## src/verilog/gas_pkg.sv

```systemverilog
// Package with offsets, field layouts and carrier types for the global access block
package gas_pkg;

  // ----------------------------------------------------------------
  // Register offsets (byte addresses within the port's config space)
  // ----------------------------------------------------------------
  localparam logic [11:0] OFF_METERING_INITIAL_COUNT = 12'h88C;
  localparam logic [11:0] OFF_GLOBAL_ACCESS_ADDRESS  = 12'hFF8;
  localparam logic [11:0] OFF_GLOBAL_ACCESS_DATA     = 12'hFFC;

  // ----------------------------------------------------------------
  // Field layouts and reset values
  // ----------------------------------------------------------------
  localparam int          COUNT_W          = 16;
  localparam int          METER_W          = 24;
  localparam int          METER_FRAC_DROP  = 8;
  localparam int          GLOBAL_TARGET_ADDRESS_LSB        = 2;
  localparam int          GLOBAL_TARGET_ADDRESS_MSB        = 18;
  localparam int          GLOBAL_TARGET_ADDRESS_W          = GLOBAL_TARGET_ADDRESS_MSB - GLOBAL_TARGET_ADDRESS_LSB + 1;
  localparam logic [15:0] COUNT_RESET      = 16'h0000;
  localparam logic [16:0] GLOBAL_TARGET_ADDRESS_RESET      = 17'h00000;
  localparam logic [31:0] READ_ZERO        = 32'h00000000;

  // ----------------------------------------------------------------
  // Carrier types
  // ----------------------------------------------------------------
  // Configuration request from the port's register decoder
  typedef struct packed {
    logic        valid;
    logic        write;
    logic        smbus;
    logic [11:0] addr;
    logic [3:0]  byte_en;
    logic [31:0] wdata;
  } cfg_req_t;

  // Request toward the switch's global register space
  typedef struct packed {
    logic        valid;
    logic        write;
    logic [16:0] dword_addr;
    logic [3:0]  byte_en;
    logic [31:0] wdata;
  } glb_req_t;

  // Access sequencing
  typedef enum logic [1:0] {
    ST_IDLE = 2'b00,
    ST_WAIT = 2'b01,
    ST_DONE = 2'b11
  } acc_state_t;

endpackage

```

## src/verilog/global_space_indirect_access.sv

```systemverilog
// Per-port metering count register and global address space indirect access pair
`timescale 1ns/1ps
module global_space_indirect_access #(
  parameter int METER_W = gas_pkg::METER_W,
  parameter int COUNT_W = gas_pkg::COUNT_W
) (
  // Clock and reset
  input  wire logic                  clk,
  input  wire logic                  rst,
  // Configuration access from the port decoder
  input  wire gas_pkg::cfg_req_t     cfg_req,
  output logic                       cfg_ready,
  output logic [31:0]                cfg_rdata,
  // Metering engine load event
  input  wire logic                  meter_load_np,
  input  wire logic [METER_W-1:0]    meter_load_value,
  // Global register space master
  output gas_pkg::glb_req_t          glb_req,
  input  wire logic                  glb_ack,
  input  wire logic [31:0]           glb_rdata
);

  // ----------------------------------------------------------------
  // Storage
  // ----------------------------------------------------------------
  logic [COUNT_W-1:0]          count_w;
  logic [gas_pkg::GLOBAL_TARGET_ADDRESS_W-1:0] global_target_address_r;
  gas_pkg::acc_state_t         state_r;
  logic [31:0]                 rdata_r;
  logic                        req_write_r;
  logic [3:0]                  req_be_r;
  logic [31:0]                 req_wdata_r;
  logic                        done_nxt;
  logic                        quick_done;
  logic [31:0]                 quick_rdata;
  logic                        take_data;
  logic                        sel_count;
  logic                        sel_addr;
  logic                        sel_data;

  // ----------------------------------------------------------------
  // Metering count capture
  // ----------------------------------------------------------------
  // Metering counter is 24 bits in 0:13:11 format; capture its load
  // Only the load event is seen here; the metering algorithm lives elsewhere
  meter_capture #(
    .METER_W (METER_W),
    .COUNT_W (COUNT_W)
  ) meter_capture_inst (
    .clk        (clk),
    .rst        (rst),
    .load_np    (meter_load_np),
    .load_value (meter_load_value),
    .count      (count_w)
  );

  // ----------------------------------------------------------------
  // Decode
  // ----------------------------------------------------------------
  // Offset match per register; anything else is unmapped
  always_comb begin
    sel_count = 1'h0;
    sel_addr  = 1'h0;
    sel_data  = 1'h0;
    case (cfg_req.addr)
      gas_pkg::OFF_METERING_INITIAL_COUNT: begin
        sel_count = 1'h1;
      end
      gas_pkg::OFF_GLOBAL_ACCESS_ADDRESS: begin
        sel_addr = 1'h1;
      end
      gas_pkg::OFF_GLOBAL_ACCESS_DATA: begin
        sel_data = 1'h1;
      end
      default: begin
        sel_count = 1'h0; // Unmapped offset
      end
    endcase
  end

  // Host data access taken only when the sequencer is free
  assign take_data = cfg_req.valid && sel_data && !cfg_req.smbus
                     && state_r == gas_pkg::ST_IDLE;

  // ----------------------------------------------------------------
  // Address register
  // ----------------------------------------------------------------
  // Byte-enabled write of the dword address bits; trusted to software
  // Writes wait for idle so the target cannot move under a global access
  always_ff @(posedge clk or posedge rst) begin
    if (rst) begin
      global_target_address_r <= gas_pkg::GLOBAL_TARGET_ADDRESS_RESET;
    end else if (cfg_req.valid && cfg_req.write && sel_addr && state_r == gas_pkg::ST_IDLE) begin
      if (cfg_req.byte_en[0]) begin
        global_target_address_r[5:0] <= cfg_req.wdata[7:2];
      end
      if (cfg_req.byte_en[1]) begin
        global_target_address_r[13:6] <= cfg_req.wdata[15:8];
      end
      if (cfg_req.byte_en[2]) begin
        global_target_address_r[16:14] <= cfg_req.wdata[18:16];
      end
    end
  end

  // ----------------------------------------------------------------
  // Indirect data sequencer
  // ----------------------------------------------------------------
  // Idle takes a data access, wait holds it until the global ack
  // DONE gives the answer a cycle of its own after the ack
  always_ff @(posedge clk or posedge rst) begin
    if (rst) begin
      state_r <= gas_pkg::ST_IDLE;
    end else begin
      unique case (state_r)
        gas_pkg::ST_IDLE: begin
          if (take_data) begin
            state_r <= gas_pkg::ST_WAIT;
          end
        end
        gas_pkg::ST_WAIT: begin
          if (glb_ack) begin
            state_r <= gas_pkg::ST_DONE;
          end
        end
        gas_pkg::ST_DONE: begin
          state_r <= gas_pkg::ST_IDLE;
        end
        default: begin
          state_r <= gas_pkg::ST_IDLE;
        end
      endcase
    end
  end

  // ----------------------------------------------------------------
  // Request capture
  // ----------------------------------------------------------------
  // Freeze direction, lanes and data when the access is taken, so the
  // global side sees fields from flops for the whole wait
  always_ff @(posedge clk or posedge rst) begin
    if (rst) begin
      req_write_r <= '0;
      req_be_r    <= '0;
      req_wdata_r <= gas_pkg::READ_ZERO;
    end else if (take_data) begin
      req_write_r <= cfg_req.write;
      req_be_r    <= cfg_req.byte_en;
      req_wdata_r <= cfg_req.wdata;
    end
  end

  // ----------------------------------------------------------------
  // Global request
  // ----------------------------------------------------------------
  // Request stands for the whole wait; address cannot move meanwhile
  always_comb begin
    glb_req.valid      = state_r == gas_pkg::ST_WAIT;
    glb_req.write      = req_write_r;
    glb_req.dword_addr = global_target_address_r;
    glb_req.byte_en    = req_be_r;
    glb_req.wdata      = req_wdata_r;
  end

  // Latch global read data on its ack; a write answers with zero
  always_ff @(posedge clk or posedge rst) begin
    if (rst) begin
      rdata_r <= gas_pkg::READ_ZERO;
    end else if (state_r == gas_pkg::ST_WAIT && glb_ack) begin
      rdata_r <= req_write_r ? gas_pkg::READ_ZERO : glb_rdata;
    end
  end

  // ----------------------------------------------------------------
  // Completion
  // ----------------------------------------------------------------
  // Local registers and the SMBus path answer at once, idle only
  always_comb begin
    quick_done  = 1'h0;
    quick_rdata = gas_pkg::READ_ZERO;
    if (cfg_req.valid && state_r == gas_pkg::ST_IDLE) begin
      if (sel_data) begin
        quick_done = cfg_req.smbus;
      end else if (sel_count) begin
        quick_done  = 1'h1;
        quick_rdata = {16'h0000, count_w};
      end else if (sel_addr) begin
        quick_done  = 1'h1;
        quick_rdata = {13'h0000, global_target_address_r, 2'h0};
      end else begin
        quick_done = 1'h1; // Unmapped offsets answer zero
      end
    end
  end

  // Global data accesses answer in DONE, with the latched read word
  always_comb begin
    done_nxt  = quick_done;
    cfg_rdata = quick_rdata;
    if (cfg_req.valid && sel_data && !cfg_req.smbus) begin
      done_nxt  = state_r == gas_pkg::ST_DONE;
      cfg_rdata = done_nxt ? rdata_r : gas_pkg::READ_ZERO;
    end
    cfg_ready = done_nxt;
  end

endmodule

```

## src/verilog/meter_capture.sv

```systemverilog
// Capture of the request metering counter's initial value
`timescale 1ns/1ps
module meter_capture #(
  parameter int METER_W = gas_pkg::METER_W,
  parameter int COUNT_W = gas_pkg::COUNT_W
) (
  // Clock and reset
  input  wire logic               clk,
  input  wire logic               rst,
  // Metering counter load event
  input  wire logic               load_np,
  input  wire logic [METER_W-1:0] load_value,
  // Captured count
  output logic      [COUNT_W-1:0] count
);

  // Keep 13 integer plus top 3 fraction bits; low 8 fraction bits are dropped
  always_ff @(posedge clk or posedge rst) begin
    if (rst) begin
      count <= gas_pkg::COUNT_RESET;
    end else if (load_np) begin
      count <= load_value[METER_W-1 -: COUNT_W];
    end
  end

endmodule
```

## config.mk

```make
export PLATFORM = sky130hd
export DESIGN_NAME = global_space_indirect_access
export DESIGN_NICKNAME = d
export VERILOG_FILES = /design/src/verilog/gas_pkg.sv /design/src/verilog/global_space_indirect_access.sv /design/src/verilog/meter_capture.sv
export SDC_FILE = /design/constraint.sdc
export NUM_CORES = 1
export LEC_CHECK = 0
export ABC_AREA = 1
export BUFFER_PORTS_ARGS = -buffer_cell sky130_fd_sc_hd__buf_2
export CAP_MARGIN = 20
export CORE_MARGIN = 1
export CORE_UTILIZATION = 41
export CTS_CLUSTER_SIZE = 24
export DETAILED_ROUTE_END_ITERATION = 16
export GPL_ROUTABILITY_DRIVEN = 1
export PLACE_DENSITY = 0.71
export RECOVER_POWER = 100
export SETUP_SLACK_MARGIN = 0.05
export SYNTH_ARGS = -nofsm -noshare
export SYNTH_HDL_FRONTEND = slang
export SYNTH_SLANG_ARGS = --single-unit
export TNS_END_PERCENT = 10
```

## constraint.sdc

```tcl
create_clock -name clk -period 6.7 [get_ports clk]
set_input_delay 0.67 -clock clk [delete_from_list [all_inputs] [get_ports clk]]
set_output_delay 0.67 -clock clk [all_outputs]
set_load 0.01 [all_outputs]
```

==> results.md, run 1 <==
Drt:
- The count of TritonRoute iterations in the first routing pass is 4.
- The remaining antenna violation count is 0.
- After detailed routing, the total wire length is 12,800 um.
- The mean routed wirelength per cell is 12.5 um.
- The routed layout has 4,540 vias.
- The via count normalized by instance count is 4.43.
- The number of DRC violations after detailed-routing iteration 0 is 175.
- For this run, design rule violations remaining after detail routing come to 0.

Synth:
- During synthesis, Yosys emitted a total of 0 warnings.
- Synthesis produced a netlist whose cell count is 680.
- The synthesized netlist contains 21 unique library cells.
- In this run, synthesis produced a sequential element count of 104.
- The post-synthesis net count is 791.
- The share of the Yosys chip area taken by registers is 50.2%.
- The area of the mapped netlist is 5190 um^2.
- The average cell area after synthesis is 7.63 um^2.

Layout:
- The repair_antennas step left the layout with diodes totalling 0.
- The number of fillers in the final layout is 1,247.
- Leaving out fill and tap cells, the most frequent cells in the layout are sky130_fd_sc_hd__nand2_1, sky130_fd_sc_hd__inv_1, sky130_fd_sc_hd__dfrtp_1.
- The growth of design area from synthesis to finish is 22.1%.
- The post-route standard cell area excluding fillers is 6330 um^2.
- Leaving out fill and tap cells, the most frequent cell in the layout is sky130_fd_sc_hd__nand2_1.
- After the last flow step, the layout net total stands at 962.
- Cells with a size suffix above 1 make up 16.6% of the layout.
- Summing all multi-input logic gate instances after layout gives 1710 um^2.
- The filler-free cell count of the finished design is 1,024.
- Cells fill 52.1% of the core in the end.
- The area taken by flip-flops and latches is 2600 um^2.

Clock network:
- The H-tree was split into 3 levels.
- For this design, the CTS-stage hold fixing added 0 buffers.
- The number of gates resized after cts is 0.
- The clock net sink count is 104.
- Clock latency on the worst-skew pair, taken at its later pin, is 0.35 ns.
- The root buffer cell is sky130_fd_sc_hd__clkbuf_16.
- The CTS tree is built.
- No sink is reached through more buffers than the 2 on the longest clock path.
- The number of clock buffers inserted by TritonCTS is 9.
- The clock transition at the register clock pins on the worst setup and hold paths after CTS is 0.07 ns.
- The count of buffers added by post-CTS timing repair for setup is 0.

Outcome:
- The run finished, with violations left.
- The final reports fail on capacitance limit, slew limit.

Placement:
- The post-placement setup slack is 3.59 ns.
- The total half-perimeter wirelength after legalization and detailed placement is 9280 um.
- The global placer's final weighted congestion is 0.751.
- The total of buffers placed on input and output ports is 190.
- In this run, placement finished with an instance count of 1,008.
- In this run the cell area measured after placement is 6180 um^2.

Power and ir drop:
- The worst-case IR drop observed on VDD is 0.000106 V.
- The total power per unit cell area is 206 nW/um^2.
- The total leakage power is 3.43 nW.
- The overall power after layout is 1.30 mW.

Floorplan:
- The number of rows created at floorplan is 40.
- The die is 114 um wide.
- 199 I/O pins were placed.
- In this run the vertical extent of the chip is 114 um.
- The total area inside the core boundary comes to 12,200 um^2.
- The die area is 13,100 um^2.
- The starting utilization of the core area is 42.7%.

Setup path:
- The kind of start point of the critical path is a primary input.
- The data arrival time of the worst path is 3.29 ns.
- Traced cell by cell, the critical path runs through clkbuf_1, nand2_1, nor2_1, nand3_1, nor2_1, a21oi_1, nand2_1, clkbuf_1.
- The timing endpoint of the critical path is cfg_rdata[7].
- The critical-path cell with the highest stage delay is sky130_fd_sc_hd__nor2_1.
- The stage delay of the slowest cell on the critical path is 0.92 ns.
- The count of cell instances traversed by the critical path is 8.
- In this run the critical register-to-register path is launched from state_r[0]$_DFFE_PP0P_.
- The reg-to-reg endpoint is global_target_address_r[12]$_DFFE_PP0P_.
- For the worst setup path, the data required time is 6.03 ns.
- The number of buffers and inverters on the critical path is 2.
- The register-to-register setup slack is 3.71 ns.
- The cell family contributing the most delay on the critical path is simple AND/OR/NAND/NOR gates.
- The worst setup path category is primary input to output pin.
- The origin of the worst setup path is cfg_req[50].
- The sort of element at the end of the critical path is an output pin.
- The peak fanout along the critical path is 23.
- The path depth of the worst reg2reg path is 8.

Timing:
- The worst path in the final design needs a cycle of 3.96 ns, including I/O delays and setup.
- The worst pin sits at a relative slew slack of -61.6%.
- The share of the cycle needed by the critical path after routing is 59.2%.
- The aggregate negative setup slack is 0 ns.
- The number of slew-limit violations in the final report is 153.
- The total count of hold-check failures in the final report is 0.
- Setup repair after global routing left no endpoint under its margin.
- The clock arrives with 0.00938 ns of skew.
- The setup violation total in the final timing report is 0.
- The worst-case setup margin in the final layout is 2.74 ns.
- Static timing analysis puts the maximum clock frequency at 0.252 GHz.
- At the pin with the least slew margin, the transition time is 2.42 ns.
- Hold timing on the final database bottoms out at a slack of 0.478 ns.

Global route:
- Global routing used 20.0% of the available tracks across all layers.
- The number of antenna violations at the first check in global routing is 0.
- The first global-routing pass estimated 20,400 um of wire.
- The via count of the first global-routing pass is 4,119.
- The final global-route overflow total is 0.
- Entering global routing, the biggest net connects 66 pins.

Min path:
- The hold path startpoint is state_r[1]$_DFFE_PP0P_.
- The worst hold path belongs to the class flip-flop to flip-flop.

Run:
- Max-cap violations in this run came to 3.
[cell type report]
type                    count  area share, %
clock buffers               9           3.56
clock inverters             7           1.24
inverters                 173           10.3
multi-input cells         371           27.0
flip-flops and latches    104           41.1
well taps                 168           3.32
repair buffers            192           13.5
[cells by family after synthesis]
kind of cell	count (synthesis)	synth area share [%]
AO/OA/AOI/OAI	48	4.63
flip-flops	104	50.2
multiplexers	16	3.47
buffers and inverters	205	16.2
AND/OR/NAND/NOR	307	25.5
[state kept, by name, indices dropped and copies added (netlist names)]
name and count:
req_be_r 4, rdata_r 32, req_write_r 1, meter_capture_inst.count 16
global_target_address_r 17, state_r 2, req_wdata_r 32
[Yosys cell counts]
library cell	instances	area [um^2]
sky130_fd_sc_hd__nor2_2	7	43.8
sky130_fd_sc_hd__buf_2	9	45.0
sky130_fd_sc_hd__nand2_4	1	11.3
sky130_fd_sc_hd__nor2_1	33	124
sky130_fd_sc_hd__nor2_4	1	11.3
sky130_fd_sc_hd__buf_4	8	60.1
sky130_fd_sc_hd__nand2_2	3	18.8
sky130_fd_sc_hd__buf_1	2	7.51
sky130_fd_sc_hd__nand3_2	1	10.0
sky130_fd_sc_hd__a21oi_1	15	75.1
sky130_fd_sc_hd__nand3_1	53	265
sky130_fd_sc_hd__o21ai_0	33	165
sky130_fd_sc_hd__nand2_1	186	698
sky130_fd_sc_hd__nand4_1	20	125
sky130_fd_sc_hd__buf_6	4	45.0
sky130_fd_sc_hd__clkbuf_1	9	33.8
sky130_fd_sc_hd__inv_1	173	649
sky130_fd_sc_hd__nor3_2	1	10.0
sky130_fd_sc_hd__dfrtp_1	104	2600
sky130_fd_sc_hd__mux2_2	16	180
sky130_fd_sc_hd__and3_1	1	6.26
[power breakdown]
group          internal [mW]  switching [mW]  total [mW]
Combinational         0.0418          0.0560      0.0977
Clock                  0.294           0.242       0.536
Sequential             0.656          0.0133       0.669
Total                  0.991           0.311        1.30
[per-layer routing]
metal	global-route usage, %	share of wire (%)
met1	26.4	47
met2	32.2	45
met3	5.29	6.9
met4	6.32	1.3
met5	0	0
[worst min path at each step]
stage | endpoint | slack [ns] | cells after the start
2_1_floorplan | state_r[0]$_DFFE_PP0P_ | 0.44 | 1
3_3_place_gp | state_r[0]$_DFFE_PP0P_ | 0.47 | 1
3_5_place_dp | state_r[0]$_DFFE_PP0P_ | 0.47 | 1
4_1_cts | req_wdata_r[27]$_DFFE_PP0P_ | 0.41 | 2
5_1_grt | state_r[0]$_DFFE_PP0P_ | 0.52 | 1
6_report | state_r[0]$_DFFE_PP0P_ | 0.48 | 1
Power figures use the tool's default switching activity.
==> inputs of run 2 (changes only) <==
Settings changed: ABC_AREA 1 to 0, PLACE_DENSITY 0.71 to 0.75.
Clock period 6.7 ns to 3.4 ns, I/O delays scaled along.
==> run 2 against run 1 <==
  * The flow still finishes with violations (capacitance limit, slew limit)
  * Combinational power up 50%
  * Routed wire length down 14%
  * Final area shrank 9.9%
  * Clock skew up 0.0014 ns
  * Critical endpoint is now cfg_rdata[14]
  * Final cell count down 32%
  * Sequential share of layout area rose by 4.5 points
  * Highest routed layer unchanged
==> results.md, run 2 <==
Outcome:
- The flow ran to the end, but the final reports show violations.
- The checks that failed: capacitance limit, slew limit.

Global route:
- The final global-route overflow total came to 0 (unchanged).
- The global-route wire length before repair came to 17,300 um (-15%).
- The number of antenna violations at the first check in global routing came to 0 (unchanged).
- The largest net degree at the start of global routing is 66 (unchanged).
- The via count of the first global-routing pass is 3,592 (-13%).
- The total global-route track usage was 19.2% (-0.79 points).

Clock network:
- In this run the clock root is driven by a sky130_fd_sc_hd__clkbuf_8.
- The clock transition at the register clock pins on the worst setup and hold paths after CTS came to 0.10 ns (+0.03 ns).
- The number of hold buffers added after cts is 0 (unchanged).
- The number of clock buffers inserted by TritonCTS is 9 (unchanged).
- The count of buffers added by post-CTS timing repair for setup came to 0 (unchanged).
- TritonCTS built the clock tree.
- The clock net sink count is 104 (unchanged).
- The clock latency on the worst-skew pair is 0.36 ns (about the same).
- The worst-case clock buffer depth came to 2 (unchanged).
- The number of levels the H-tree was split into is 3 (unchanged).
- The number of gates resized after cts was 0 (unchanged).

Floorplan:
- The standard cell core area is 10,900 um^2 (-10%).
- The starting utilization of the core area came to 42.4% (-0.24 points).
- The number of rows created at floorplan is 38 (-5.0%).
- The die area is 11,700 um^2 (-11%).
- The die extent in y was 108 um (-5.5%).
- The count of pins on the block boundary is 199 (unchanged).
- The width of the die is 108 um (-5.5%).

Layout:
- Leaving out fill and tap cells, the most frequent cells in the layout are sky130_fd_sc_hd__buf_2, sky130_fd_sc_hd__dfrtp_1, sky130_fd_sc_hd__clkbuf_1.
- The area taken by flip-flops and latches is 2600 um^2 (unchanged).
- The multi-input gate area in the final layout came to 1830 um^2 (+7.0%).
- The largest registers in the layout are rdata_r: 32 flops, req_wdata_r: 32 flops, global_target_address_r: 17 flops.
- The count of inserted antenna diode cells is 0 (unchanged).
- The fraction of final layout cells with drive strength greater than 1 was 34.5% (+18 points).
- From synthesis to final layout, the design area changed by 23.6%.
- The filler-free cell count of the finished design is 693 (-32%).
- The number of fillers in the final layout is 1,016 (-19%).
- The final core utilization came to 52.4% (+0.36 points).
- The most frequent standard cell in the layout excluding fill and tap cells is sky130_fd_sc_hd__buf_2.
- The net total in the final layout is 661 (-31%).

Synth:
- The most common cell in the synthesized netlist is sky130_fd_sc_hd__dfrtp_1.
- The number of synthesized register bits came to 104 (unchanged).
- sky130_fd_sc_hd__dfrtp_1 takes more of the synthesized area than any other cell.
- The average cell area after synthesis is 12.5 um^2 (+65%).
- In the synthesized netlist, the cells that appear most often are sky130_fd_sc_hd__dfrtp_1, sky130_fd_sc_hd__mux2_2, sky130_fd_sc_hd__nand2b_1.
- The count of distinct cell types in the synthesized netlist is 32 (+52%).
- The number of enable-type register cells in the synthesized netlist came to 0 (unchanged).
- By area the synthesized netlist is led by sky130_fd_sc_hd__dfrtp_1, sky130_fd_sc_hd__mux2_2, sky130_fd_sc_hd__nand2b_1.
- The number of synthesis warnings was 0 (unchanged).
- The area of the mapped netlist was 4620 um^2 (-11%).
- Among all flip-flop cells after synthesis, the most frequent one is sky130_fd_sc_hd__dfrtp_1.
- The share of the synthesized area in the top cell type came to 56.4% (+6.2 points).
- The share of synthesized flip-flops with an asynchronous set or reset is 100% (unchanged).
- The post-synthesis net count is 479 (-39%).
- The portion of the post-synthesis area used by sequential elements is 56.4% (+6.2 points).
- The cell count after synthesis is 368 (-46%).

Power and ir drop:
- The total power per unit cell area is 394 nW/um^2 (+92%).
- The total leakage power came to 2.90 nW (-16%).
- The maximum ir drop on the vdd rail is 0.000189 V (+79%).

Setup path:
- The worst setup path is launched from a primary input.
- STA classifies the critical path endpoint as an output pin.
- The data arrival time of the worst path is 2.72 ns (-0.57 ns).
- The peak fanout along the critical path is 21 (-8.7%).
- The most critical setup path has its startpoint at cfg_req[37].
- The data required time at the worst endpoint is 3.06 ns (-2.97 ns).
- The worst setup path category is primary input to output pin.
- The startpoint identified for the worst register-to-register timing path is state_r[1]$_DFFE_PP0P_.

Drt:
- The detailed router used layers up to and including met4.
- The remaining antenna violation count is 0 (unchanged).
- The routed wire length is 11,000 um (-14%).
- The number of DRC violations after detailed-routing iteration 0 was 126 (-28%).
- The post-route DRC violation count came to 0 (unchanged).
- The total length of routed met3 wires is 729 um (-17%).
- The count of TritonRoute iterations in the first routing pass is 4 (unchanged).
- The total routed wire length on the met1 layer is 4600 um (-24%).
- The routed via count is 3,520 (-22%).
- The met2 routed wirelength is 5580 um (-2.5%).
- The mean routed wirelength per cell is 15.9 um (+27%).
- The via count normalized by instance count is 5.08 (+15%).

Placement:
- The global placer's final weighted congestion was 0.721 (-3.9%).
- The total half-perimeter wirelength after legalization and detailed placement is 7860 um (-15%).
- The total of buffers placed on input and output ports is 190 (unchanged).
- The number of cells after detailed placement was 679 (-33%).

Timing:
- The transition time at the pin with the least slew margin came to 2.06 ns (-0.353 ns).
- The total count of hold-check failures in the final report is 0 (unchanged).
- The share of the cycle needed by the critical path after routing is 90.0%.
- The final period demand of the worst path is 3.06 ns.
- The setup violation total in the final timing report is 0 (unchanged).
- The relative slew slack was -38.3% (+23 points).
- The number of slew-limit violations in the final report is 150 (-2.0%).
- The minimum hold slack is 0.192 ns (-0.286 ns).
- The final setup skew is 0.0108 ns (+0.00141 ns).
- Setup repair after global routing left no endpoint under its margin.
- The aggregate negative setup slack is 0 ns (unchanged).
- Static timing analysis puts the maximum clock frequency at 0.327 GHz.

Run:
- The number of max-cap violations is 3 (unchanged).

Min path:
- The path class of the tightest hold or removal check is primary input to flip-flop.
- In this run the most critical hold path is launched from cfg_req[27].
-- run 2: changes by cell type after synthesis, sizes merged, moves of 15 or more --
cell    delta
a21oi     -15
mux2      +54
nor2      -40
nand4     -18
nand3     -53
nand2b    +35
nand2    -156
inv      -171
-- run 2: per-stage QoR --
step	area, um^2	total power, mW	setup slack [ns]
6_report	5710	2.25	0.342
5_1_grt	5710	2.36	0.196
4_1_cts	5880	2.29	0.434
3_5_place_dp	5670	1.46	0.701
3_3_place_gp	5670	1.45	0.783
2_1_floorplan	4620	1.37	0.328
-- run 2: metal layers --
metal  track usage [%]  up-vias
li1                  -     1673
met1              23.0     1710
met2              34.0      127
met3              4.34       10
met4              6.36        0
met5                 0        -
-- run 2: cells by family after synthesis --
group	Yosys count	synth area share [%]
muxes	70	17.1
and+or+nand+nor	115	15.8
DFF	104	56.4
AOI/OAI and AO/OA	53	7.83
buffers and inverters	26	2.98
-- run 2: final timing paths --
kind                       cells past startpoint  slack, ns                                       to
max                                            7       0.34                            cfg_rdata[14]
min                                            2       0.19              req_wdata_r[27]$_DFFE_PP0P_
max reg2reg                                    4       0.88              req_wdata_r[28]$_DFFE_PP0P_
min reg2reg                                    2       0.48                  rdata_r[31]$_DFFE_PP0P_
max in group asynchronous                      3       1.86  global_target_address_r[16]$_DFFE_PP0P_
min in group asynchronous                      2       0.50              req_wdata_r[24]$_DFFE_PP0P_
-- run 2: critical path: stages --
cell,delay (ns)
sky130_fd_sc_hd__buf_2,0.09
sky130_fd_sc_hd__or3b_1,0.52
sky130_fd_sc_hd__nor4_1,0.32
sky130_fd_sc_hd__and4_1,0.26
sky130_fd_sc_hd__clkbuf_1,0.71
sky130_fd_sc_hd__a221o_1,0.30
sky130_fd_sc_hd__clkbuf_1,0.16
-- run 2: cell type report --
type                            instances  area share [%]
Clock buffer                            9            2.17
Clock inverter                          5            1.45
Timing Repair Buffer                  195            15.5
Multi-Input combinational cell        238            32.0
Tap cell                              140            3.07
Sequential cell                       104            45.6
Inverter                                2           0.153
-- run 2: where the power goes --
part | switching (mW) | total, mW | leakage (nW) | internal, mW
Sequential | 0.0151 | 1.28 | 1.41 | 1.27
Combinational | 0.0717 | 0.147 | 1.38 | 0.0754
Clock | 0.411 | 0.820 | 0.106 | 0.410
==> inputs of run 3 (changes only) <==
Settings changed: PLACE_DENSITY 0.75 to 0.72.
Clock period 3.4 ns to 3.5 ns, I/O delays scaled along.
==> run 3 against run 2 <==
  * The flow still finishes with violations (capacitance limit, slew limit)
  * Final cell count increased by 0.58%
  * Worst hold slack improved by 0.014 ns
  * Via count increased by 0.31%
  * First-iteration DRC count decreased by 29%
  * Sequential share of layout area decreased by 0.26 points
  * Sequential cell count unchanged
  * Critical path depth decreased by 2
  * Power decreased by 0.69%
  * Worst setup slack improved by 0.0070 ns
  * Utilization increased by 0.30 points
  * Critical path type is now flip-flop to output pin
  * Critical endpoint is now cfg_rdata[10]
==> results.md, run 3 (same netlist as run 2, synthesis figures left out) <==
Clock network:
- The worst-case clock buffer depth was 2 (unchanged).
- The clock transition at the register clock pins on the worst setup and hold paths after CTS is 0.10 ns (about the same).
- The clock latency on the worst-skew pair is 0.37 ns (about the same).
- TritonCTS built the clock tree.
- The number of gates resized after cts is 0 (unchanged).
- The number of levels the H-tree was split into is 3 (unchanged).
- The root buffer cell is sky130_fd_sc_hd__clkbuf_8.
- The count of buffers added by post-CTS timing repair for setup is 0 (unchanged).
- The clock net sink count came to 104 (unchanged).
- The number of clock buffers inserted by TritonCTS is 9 (unchanged).
- The number of hold buffers added after cts came to 0 (unchanged).

Run:
- The number of max-cap violations is 3 (unchanged).

Drt:
- The mean routed wirelength per cell is 16.1 um (+1.4%).
- The remaining antenna violation count came to 0 (unchanged).
- The via count normalized by instance count was 5.07 (-0.26%).
- The post-route DRC violation count is 0 (unchanged).
- The routed wire length was 11,200 um (+2.0%).
- The number of DRC violations after detailed-routing iteration 0 was 89 (-29%).
- Routed signal wires occupy layers up through met4.
- The total routed wire length on the met1 layer is 4650 um (+1.0%).
- The met2 routed wirelength is 5740 um (+2.8%).
- The count of TritonRoute iterations in the first routing pass is 4 (unchanged).
- The routed via count is 3,531 (+0.31%).
- The total length of routed met3 wires is 596 um (-18%).

Setup path:
- The critical path in this run is classified as flip-flop to output pin.
- The sort of element at the end of the critical path is an output pin.
- The kind of start point of the critical path is a flip-flop.
- The stage delay of the slowest cell on the critical path is 0.82 ns (+0.11 ns).
- The peak fanout along the critical path is 18 (-14%).
- The number of buffers and inverters on the critical path is 2 (-1).
- The data required time at the worst endpoint is 3.15 ns (+0.09 ns).
- The data arrival time of the worst path is 2.80 ns (+0.08 ns).
- Among all stages on the critical path, the largest delay is contributed by sky130_fd_sc_hd__clkbuf_1.
- The signal on the critical path passes through or4b_1, nor4_1, clkbuf_1, a221o_1, clkbuf_1.
- The dominant delay contributor by cell family on the critical path is buffers and inverters.
- The cell with the most instances on the worst path is sky130_fd_sc_hd__clkbuf_1.

Timing:
- The share of the cycle needed by the critical path after routing is 90.0%.
- The minimum hold slack was 0.206 ns (+0.0137 ns).
- The transition time at the pin with the least slew margin was 1.86 ns (-0.198 ns).
- Setup repair after global routing left no endpoint under its margin.
- The maximum frequency from static timing analysis is 0.317 GHz.
- The aggregate negative setup slack was 0 ns (unchanged).
- The total count of hold-check failures in the final report was 0 (unchanged).
- The setup violation total in the final timing report is 0 (unchanged).
- Counting I/O delays and the setup requirement, the final critical path takes 3.15 ns.
- The final setup skew came to 0.0140 ns (+0.00318 ns).
- The number of slew-limit violations in the final report came to 138 (-8.0%).
- The relative slew slack is -25.0% (+13 points).

Layout:
- The count of inserted antenna diode cells is 0 (unchanged).
- The library cell used most frequently in the layout, excluding fill and tap cells, is sky130_fd_sc_hd__buf_2.
- The fraction of final layout cells with drive strength greater than 1 is 35.9% (+1.4 points).
- The net total in the final layout is 663 (+0.30%).
- In the final layout, the registers with the most flip-flops are rdata_r: 32 flops, req_wdata_r: 32 flops, global_target_address_r: 17 flops.
- The library cells used most frequently in the layout, excluding fill and tap cells, are sky130_fd_sc_hd__buf_2, sky130_fd_sc_hd__dfrtp_1, sky130_fd_sc_hd__clkbuf_1.
- Relative to the synthesized area, the layout overhead comes to 24.3%.
- The filler-free cell count of the finished design was 697 (+0.58%).

Placement:
- The global placer's final weighted congestion is 0.737 (+2.2%).
- The number of cells after detailed placement is 680 (+0.15%).
- The total of buffers placed on input and output ports is 190 (unchanged).
- The total half-perimeter wirelength after legalization and detailed placement came to 8170 um (+3.8%).

Power and ir drop:
- The overall power after layout came to 2.23 mW (-0.69%).
- The maximum ir drop on the vdd rail is 0.000218 V (+15%).
- The total leakage power is 2.93 nW (+1.2%).
- The total power per unit cell area came to 389 nW/um^2 (-1.3%).

Global route:
- The global-route wire length before repair is 17,500 um (+1.1%).
- The number of antenna violations at the first check in global routing came to 0 (unchanged).
- The via count of the first global-routing pass is 3,591 (-0.028%).
- The final global-route overflow total is 0 (unchanged).
- The largest net degree at the start of global routing came to 66 (unchanged).
- The total global-route track usage is 19.6% (+0.41 points).

Floorplan:
- The die area is 11,700 um^2 (unchanged).
- The width of the die is 108 um (unchanged).
- The die extent in y came to 108 um (unchanged).
- The count of pins on the block boundary is 199 (unchanged).
- The starting utilization of the core area was 42.4% (unchanged).
- The standard cell core area is 10,900 um^2 (unchanged).
- The number of rows created at floorplan is 38 (unchanged).

Min path:
- The class of the worst hold path is primary input to flip-flop.

Outcome:
- The final reports fail on capacitance limit, slew limit.
- The flow ran to the end, but the final reports show violations.
run 3: cell count changes in the layout (fill, tap and decap cells not counted), moves of 2 or more:
cell | before | now
sky130_fd_sc_hd__clkbuf_1 | 87 | 82
sky130_fd_sc_hd__clkbuf_8 | 9 | 11
sky130_fd_sc_hd__and2_0 | 3 | 9
sky130_fd_sc_hd__buf_2 | 105 | 112
sky130_fd_sc_hd__and2_1 | 10 | 4
run 3: path summary, 6_finish.rpt:
kind	from	to	slack (ns)	depth (start not counted)
hold / removal	meter_load_value[20]	meter_capture_inst.count[12]$_DFFE_PP0P_	0.21	2
hold reg to reg	rdata_r[28]$_DFFE_PP0P_	rdata_r[28]$_DFFE_PP0P_	0.48	2
setup / recovery	state_r[0]$_DFFE_PP0P_	cfg_rdata[10]	0.35	5
setup reg to reg	state_r[0]$_DFFE_PP0P_	global_target_address_r[15]$_DFFE_PP0P_	0.71	5
min in group asynchronous	rst	rdata_r[27]$_DFFE_PP0P_	0.44	2
max in group asynchronous	rst	req_be_r[1]$_DFFE_PP0P_	0.90	3
run 3: layout make-up:
type	instances	area [um^2]
flip-flops and latches	104	2600
multi-input cells	238	1830
fillers	1043	5150
inverters	2	8.76
repair buffers	197	893
clock buffers	11	151
clock inverters	5	78.8
well taps	140	175
run 3: through the flow:
| stage | util, % | cell area, um^2 | setup WS [ns] |
|---|---|---|---|
| after CTS | 54.1 | 5890 | 0.518 |
| after floorplan | - | 4620 | 0.418 |
| after detailed placement | 52.0 | 5660 | 0.756 |
| after global placement | 52.0 | 5660 | 0.830 |
| after global routing | 52.7 | 5740 | 0.205 |
| final | 52.7 | 5740 | 0.349 |
run 3: layer usage:
layer,track usage (%),vias to the layer above
li1,-,1665
met1,22.7,1742
met2,34.3,106
met3,4.40,18
met4,9.39,0
met5,0,-
run 3: power by group:
group          internal, mW  total, mW  switching (mW)
Clock                 0.441      0.847           0.405
Sequential             1.23       1.25          0.0148
Combinational        0.0715      0.142          0.0703
